File: src/pfsm_pkg.sv
// constants and types for the pad function select mux
package pfsm_pkg;
  // function-select codes, 2-bit pads
  localparam logic [1:0] PFSM_SEL2_GPIO = 2'h0;
  localparam logic [1:0] PFSM_SEL2_PRI  = 2'h1;
  // function-select codes, 3-bit pads
  localparam logic [2:0] PFSM_SEL3_GPIO = 3'h0;
  localparam logic [2:0] PFSM_SEL3_PRI  = 3'h1;
  localparam logic [2:0] PFSM_SEL3_ALT1 = 3'h2;
  localparam logic [2:0] PFSM_SEL3_ALT2 = 3'h4;
  // function-select codes, 4-bit pads
  localparam logic [3:0] PFSM_SEL4_GPIO = 4'h0;
  localparam logic [3:0] PFSM_SEL4_PRI  = 4'h1;
  localparam logic [3:0] PFSM_SEL4_ALT1 = 4'h2;
  localparam logic [3:0] PFSM_SEL4_ALT2 = 4'h4;
  localparam logic [3:0] PFSM_SEL4_ALT3 = 4'h8;
  // decoded function, one-hot
  typedef enum logic [4:0] {
    PFSM_FN_GPIO = 5'h01,
    PFSM_FN_PRI  = 5'h02,
    PFSM_FN_ALT1 = 5'h04,
    PFSM_FN_ALT2 = 5'h08,
    PFSM_FN_ALT3 = 5'h10
  } pfsm_fn_t;
  // index of each function in a pad's source vectors
  localparam int PFSM_IDX_GPIO = 0;
  localparam int PFSM_IDX_PRI  = 1;
  localparam int PFSM_IDX_ALT1 = 2;
  localparam int PFSM_IDX_ALT2 = 3;
  localparam int PFSM_IDX_ALT3 = 4;
  localparam int PFSM_NFN      = 5;
  // wake-pull values and pull-state reset
  localparam logic PFSM_WAKE_DOWN = 1'b0;
  localparam logic PFSM_WAKE_UP   = 1'b1;
  localparam logic PFSM_WAKE_RST  = 1'b0;
endpackage

File: src/pfsm_pad_mux.sv
// pad function select mux: select decode, routing, swing and pull control
`timescale 1ns/100ps
`default_nettype none
module pfsm_pad_mux
  import pfsm_pkg::*;
#(
  parameter int SEL_W = 3,
  parameter logic [PFSM_NFN-1:0] DBG_FN_MASK = 5'h00,
  parameter bit MULTIV = 1'b0,
  parameter bit TIMER_PAD = 1'b0
) (
  input  wire logic                 ref_clk,
  input  wire logic                 rst_n,
  input  wire logic [SEL_W-1:0]     function_select_field,
  input  wire logic                 wake_pull_config_pin,
  input  wire logic                 reset_active,
  input  wire logic [PFSM_NFN-1:0]  fn_out,
  input  wire logic [PFSM_NFN-1:0]  fn_oe,
  input  wire logic                 pad_in,
  output logic                      pad_out,
  output logic                      pad_oe,
  output logic [PFSM_NFN-1:0]       fn_in,
  output logic                      pad_low_swing,
  output logic                      pad_pull_en,
  output logic                      pad_pull_up
);
  ////////////////////////////////////////////////////////////////////////
  pfsm_fn_t fn_d;
  pfsm_fn_t fn_q;
  logic     wake_q;
  logic     pad_out_q;
  logic     pad_oe_q;
  logic [PFSM_NFN-1:0] fn_in_q;
  // select widened to four bits so every width branch indexes in range
  logic [3:0]          sel_w;

  assign sel_w = 4'(function_select_field);

  // decode; any multi-bit code degrades to gpio so pads never fight
  always_comb begin
    fn_d = PFSM_FN_GPIO;
    if (SEL_W == 2) begin
      if (sel_w[1:0] == PFSM_SEL2_PRI) begin
        fn_d = PFSM_FN_PRI;
      end
    end else if (SEL_W == 3) begin
      // middle bit decodes to the first alternate on every three-bit pad
      if (sel_w[2:0] == PFSM_SEL3_PRI) begin
        fn_d = PFSM_FN_PRI;
      end else if (sel_w[2:0] == PFSM_SEL3_ALT1) begin
        fn_d = PFSM_FN_ALT1;
      end else if (sel_w[2:0] == PFSM_SEL3_ALT2) begin
        fn_d = PFSM_FN_ALT2;
      end
    end else begin
      if (sel_w == PFSM_SEL4_PRI) begin
        fn_d = PFSM_FN_PRI;
      end else if (sel_w == PFSM_SEL4_ALT1) begin
        fn_d = PFSM_FN_ALT1;
      end else if (sel_w == PFSM_SEL4_ALT2) begin
        fn_d = PFSM_FN_ALT2;
      end else if (sel_w == PFSM_SEL4_ALT3) begin
        fn_d = PFSM_FN_ALT3;
      end
    end
  end

  // registered selection; reset parks the pad as gpio
  always_ff @(posedge ref_clk or negedge rst_n) begin
    if (!rst_n) begin
      fn_q <= PFSM_FN_GPIO;
    end else begin
      fn_q <= fn_d;
    end
  end

  ////////////////////////////////////////////////////////////////////////
  // routing: only the selected source drives, others see zero
  always_ff @(posedge ref_clk or negedge rst_n) begin
    if (!rst_n) begin
      pad_out_q <= 1'b0;
      pad_oe_q  <= 1'b0;
      fn_in_q   <= '0;
    end else begin
      pad_out_q <= |(fn_out & fn_q);
      pad_oe_q  <= |(fn_oe & fn_q);
      fn_in_q   <= pad_in ? PFSM_NFN'(fn_q) : '0;
    end
  end
  assign pad_out = pad_out_q;
  assign pad_oe  = pad_oe_q;
  assign fn_in   = fn_in_q;

  // swing follows the selection, trace pins need the low-voltage levels
  always_ff @(posedge ref_clk or negedge rst_n) begin
    if (!rst_n) begin
      pad_low_swing <= 1'b0;
    end else begin
      pad_low_swing <= MULTIV && ((fn_d & DBG_FN_MASK) != '0);
    end
  end

  ////////////////////////////////////////////////////////////////////////
  // wake-pull value latched while reset is held, kept after release
  always_ff @(posedge ref_clk or negedge rst_n) begin
    if (!rst_n) begin
      wake_q <= PFSM_WAKE_RST;
    end else if (reset_active) begin
      wake_q <= wake_pull_config_pin;
    end
  end

  // pull applied during and after reset on timer pads
  assign pad_pull_en = TIMER_PAD;
  assign pad_pull_up = TIMER_PAD && (reset_active ? wake_pull_config_pin
                                                  : wake_q);

  ////////////////////////////////////////////////////////////////////////
  property p_onehot_sel;
    @(posedge ref_clk) disable iff (!rst_n)
      1'b1 |=> $onehot(fn_q);
  endproperty
  a_onehot_sel: assert property (p_onehot_sel)
    else $error("selection not one-hot");

  property p_multi_gpio;
    @(posedge ref_clk) disable iff (!rst_n)
      !$onehot0(function_select_field) |=> fn_q == PFSM_FN_GPIO;
  endproperty
  a_multi_gpio: assert property (p_multi_gpio)
    else $error("multi-bit code not gpio");

  property p_zero_gpio;
    @(posedge ref_clk) disable iff (!rst_n)
      function_select_field == '0 |=> fn_q == PFSM_FN_GPIO;
  endproperty
  a_zero_gpio: assert property (p_zero_gpio)
    else $error("zero code not gpio");

  property p_pri;
    @(posedge ref_clk) disable iff (!rst_n)
      function_select_field == SEL_W'(1) |=> fn_q == PFSM_FN_PRI;
  endproperty
  a_pri: assert property (p_pri)
    else $error("code one not primary");

  property p_top_bit;
    @(posedge ref_clk) disable iff (!rst_n)
      (SEL_W > 2 && function_select_field == SEL_W'(4))
        |=> fn_q == PFSM_FN_ALT2;
  endproperty
  a_top_bit: assert property (p_top_bit)
    else $error("code 100 not second alternate");

  property p_alt3;
    @(posedge ref_clk) disable iff (!rst_n)
      (SEL_W == 4 && function_select_field == SEL_W'(8))
        |=> fn_q == PFSM_FN_ALT3;
  endproperty
  a_alt3: assert property (p_alt3)
    else $error("code 1000 not third alternate");

  property p_swing;
    @(posedge ref_clk) disable iff (!rst_n)
      1'b1 |=> pad_low_swing == (MULTIV && ((fn_q & DBG_FN_MASK) != '0));
  endproperty
  a_swing: assert property (p_swing)
    else $error("swing mode wrong");

  property p_drive;
    @(posedge ref_clk) disable iff (!rst_n)
      1'b1 |=> pad_oe == |($past(fn_oe) & $past(fn_q));
  endproperty
  a_drive: assert property (p_drive)
    else $error("pad enable from wrong source");

  property p_pull;
    @(posedge ref_clk) disable iff (!rst_n)
      (TIMER_PAD && $fell(reset_active))
        |-> pad_pull_up == $past(wake_pull_config_pin);
  endproperty
  a_pull: assert property (p_pull)
    else $error("pull direction lost after reset");

  // routing checked against the selection held one edge earlier
  property p_route_out;
    @(posedge ref_clk) disable iff (!rst_n)
      1'b1 |=> pad_out == |($past(fn_out) & $past(fn_q));
  endproperty
  a_route_out: assert property (p_route_out)
    else $error("pad value from wrong source");

  property p_route_in;
    @(posedge ref_clk) disable iff (!rst_n)
      1'b1 |=> fn_in ==
        (PFSM_NFN'($past(fn_q)) & {PFSM_NFN{$past(pad_in)}});
  endproperty
  a_route_in: assert property (p_route_in)
    else $error("pad input routed to wrong function");

  property p_onehot_in;
    @(posedge ref_clk) disable iff (!rst_n)
      1'b1 |=> $onehot0(fn_in);
  endproperty
  a_onehot_in: assert property (p_onehot_in)
    else $error("pad input reaches two functions");

  // outside reset the pull must not wander with the strap pin
  property p_pull_hold;
    @(posedge ref_clk) disable iff (!rst_n)
      (TIMER_PAD && !reset_active && !$past(reset_active))
        |-> $stable(pad_pull_up);
  endproperty
  a_pull_hold: assert property (p_pull_hold)
    else $error("pull direction moved outside reset");

  c_pri:  cover property (@(posedge ref_clk) fn_q == PFSM_FN_PRI);
  c_alt2: cover property (@(posedge ref_clk) fn_q == PFSM_FN_ALT2);
  c_low:  cover property (@(posedge ref_clk) pad_low_swing);
  c_up:   cover property (@(posedge ref_clk) $fell(reset_active) && wake_q);
  c_alt3: cover property (@(posedge ref_clk) fn_q == PFSM_FN_ALT3);
endmodule
`default_nettype wire

File: config.mk
export PLATFORM = sky130hd
export DESIGN_NAME = pfsm_pad_mux
export DESIGN_NICKNAME = d
export VERILOG_FILES = /design/src/pfsm_pkg.sv /design/src/pfsm_pad_mux.sv
export SDC_FILE = /design/constraint.sdc
export NUM_CORES = 1
export LEC_CHECK = 0
export BUFFER_PORTS_ARGS = -buffer_cell sky130_fd_sc_hd__buf_4
export CAP_MARGIN = 0
export CORE_AREA = 2 2 39 41
export DETAILED_ROUTE_END_ITERATION = 12
export DIE_AREA = 0 0 41 43
export PLACE_DENSITY = 0.68
export SETUP_SLACK_MARGIN = 0.4
export SKIP_CTS_REPAIR_TIMING = 1
export SYNTH_ARGS = -nofsm -noshare
export SYNTH_HDL_FRONTEND = slang
export SYNTH_SLANG_ARGS = --single-unit
File: constraint.sdc
create_clock -name ref_clk -period 0.8 [get_ports ref_clk]
set_input_delay 0.04 -clock ref_clk [delete_from_list [all_inputs] [get_ports ref_clk]]
set_output_delay 0.04 -clock ref_clk [all_outputs]
set_load 0.01 [all_outputs]
==> impl_metrics.yaml <==
yosys:
  synthAdderAreaFrac_pct: 0
  synthMuxAreaShare_pct: 0
  netlist_area_um2: 393
  synth_simple_gate_area_share_pct: 15.3
  yosysSeqAreaShare_pct: 64.0
  synthDistinctLibCells: 12
  synth_compound_area_share_pct: 8.92
  synth-xor-area-share_pct: 2.23
  yosys_warnings: 0
  synth-seq-cells: 10
  synth_top_family_by_area: "simple AND/OR/NAND/NOR gates"
  avgSynthCellArea_um2: 12.7
  synth_cells: 31
finish:
  post-route-cell-area_um2: 613
  n_fill_cell: 133
  drive_gt1_share_pct: 51.9
  utilization_pct: 44.3
  layout_commonest_cell: "buf_4"
  finalNetCount: 73
  final_cell_mix: "13 x buf_4, 9 x dfrtp_1, 6 x buf_6"
  diodes: 0
  stdcell_count: 70
  area_delta_synth_final_pct: 56.1
worst_setup_path:
  crit_end: "fn_in[2]"
  rrSetupSlack_ns: 0.03
  max_stage_delay_ns: 0.37
  crit_arrival_ns: 0.74
  worstReg2RegStart: "fn_q[2]$_DFF_PN0_"
  r2r-end: "pad_oe$_DFF_PN0_"
  path_max_fanout: 1
  crit_type: "reg2out"
  crit_family: "flip-flops"
  cp-start-kind: "flop"
  required_ns: 0.76
  cp_cell_sequence: "buf_6"
  crit_buf_inv: 1
  worstSetupEndpointType: "primary output"
  cp-startpoint: "fn_in[2]$_DFF_PN0_"
  r2r_cells: 2
  critical_path.slowest_cell: "dfrtp_1"
  path_depth: 1
routing:
  drc: 0
  drtIter0Drc: 0
  avgViaCountPerCell: 4.26
  avgRoutedWirePerCell_um: 10.4
  drt_first_pass_iters: 1
  dr_total_vias: 298
  wirelength_um: 729
  drtAntennaViolNets: 0
power_and_ir_drop:
  power.leakage_nw: 0.306
  power_density_nw_per_um2: 1750
  max-vdd-ir-drop_uv: 648
status:
  violations: "negative hold slack"
  status: "finished with violations"
floorplan:
  ios: 28
  start_util_pct: 28.4
  std_cell_rows: 14
  dieArea_um2: 1760
  die_h_um: 43
  core_area_um2: 1380
  die_w_um: 41
grt:
  grt_pass1_vias: 298
  grt_pass1_wl_mm: 1.20
  antenna_found_initial: 0
  grt_overflow: 0
  grt_usage_pct: 10.7
  grt_max_degree: 11
placed_design:
  portBuffers: 19
  place.gp.congestion: 0.564
  place_area_um2: 537
  dp_cells: 65
  hpwlAfterDp_um: 591
clock_tree:
  cts_sinks: 10
  cts_buffers: 3
  clock_path_buffers: 2
  htreeDepth: 1
  clk_pin_slew_ns: 0.06
  clock_latency_ns: 0.25
  cts_root_buffer: "clkbuf_4"
  tritoncts: "built"
sta:
  period_minus_slack_ns: 0.782
  hold_viol_final: 4
  fin_crit_sh_pct: 97.8
  finClkSkew_ns: 0.00299
  rsz0062_at_grt: "yes"
  setup_viol: 0
  hold_slack_ns: -0.0409
  finalMaxSlewViolations: 0
  max_freq_mhz: 1280
min_path:
  min_path_type: "in2reg"
job:
  max-cap-violations: 0
logic make-up after synthesis:
logic type | Yosys count
compound gates | 5
xor+xnor | 1
buf+inv | 5
flops | 10
other cells | 1
simple gates | 9
worst min path at each step:
stage	startpoint	endpoint	slack, ns	depth (start not counted)
floorplan	rst_n	fn_in[0]$_DFF_PN0_	-0.26	0
global placement	rst_n	pad_oe$_DFF_PN0_	-0.13	1
detailed placement	rst_n	fn_in[0]$_DFF_PN0_	-0.13	1
CTS	rst_n	fn_in[1]$_DFF_PN0_	-0.41	1
global route	function_select_field[2]	fn_q[2]$_DFF_PN0_	-0.05	2
finish	function_select_field[2]	fn_q[2]$_DFF_PN0_	-0.04	2
cells in the mapped netlist, drive strengths merged:
cell | number | area share, %
dfrtp | 9 | 57
a22oi | 4 | 7.6
and2 | 4 | 6.4
buf | 4 | 7.6
nor3b | 3 | 7.0
nand2 | 2 | 1.9
a21oi | 1 | 1.3
conb | 1 | 0.95
dfstp | 1 | 6.7
inv | 1 | 0.95
xor2 | 1 | 2.2
stage by stage:
step	worst slack, ns	power, mW	TNS (ns)
after global routing	-0.0337	1.15	-0.188
after detailed placement	0.0365	0.712	0
after floorplan	0.101	0.624	0
after CTS	-0.00503	1.07	-0.0142
final	0.0177	1.08	0
after global placement	0.0332	0.708	0
cell type report:
cell class | instances | area, µm² | share of cell area [%]
Clock buffer | 4 | 26.3 | 4.29
Inverter | 1 | 3.75 | 0.612
Multi-Input combinational cell | 19 | 136 | 22.2
Sequential cell | 10 | 251 | 41.0
Tap cell | 16 | 20.0 | 3.27
Timing Repair Buffer | 20 | 175 | 28.6
where the power goes:
part / leakage, nW / internal (mW) / switching, mW / total [mW]
logic: 0.162 / 0.107 / 0.0685 / 0.176
registers: 0.128 / 0.540 / 0.0180 / 0.558
clock network: 0.0150 / 0.192 / 0.150 / 0.342
registers in the layout (all words and copies together), names as in the netlist:
register,count
fn_in,4
fn_q,4
pad_oe,1
pad_out,1
layer usage:
layer  track usage [%]  vias to the layer above  wire (µm)
met5                 0                        -          0
met4              6.00                        0          0
met3              4.71                        0         89
met2              18.1                       18        394
met1              9.67                      138        246
li1                  -                      142          -
Note: power is estimated with default switching activity, not from simulation.
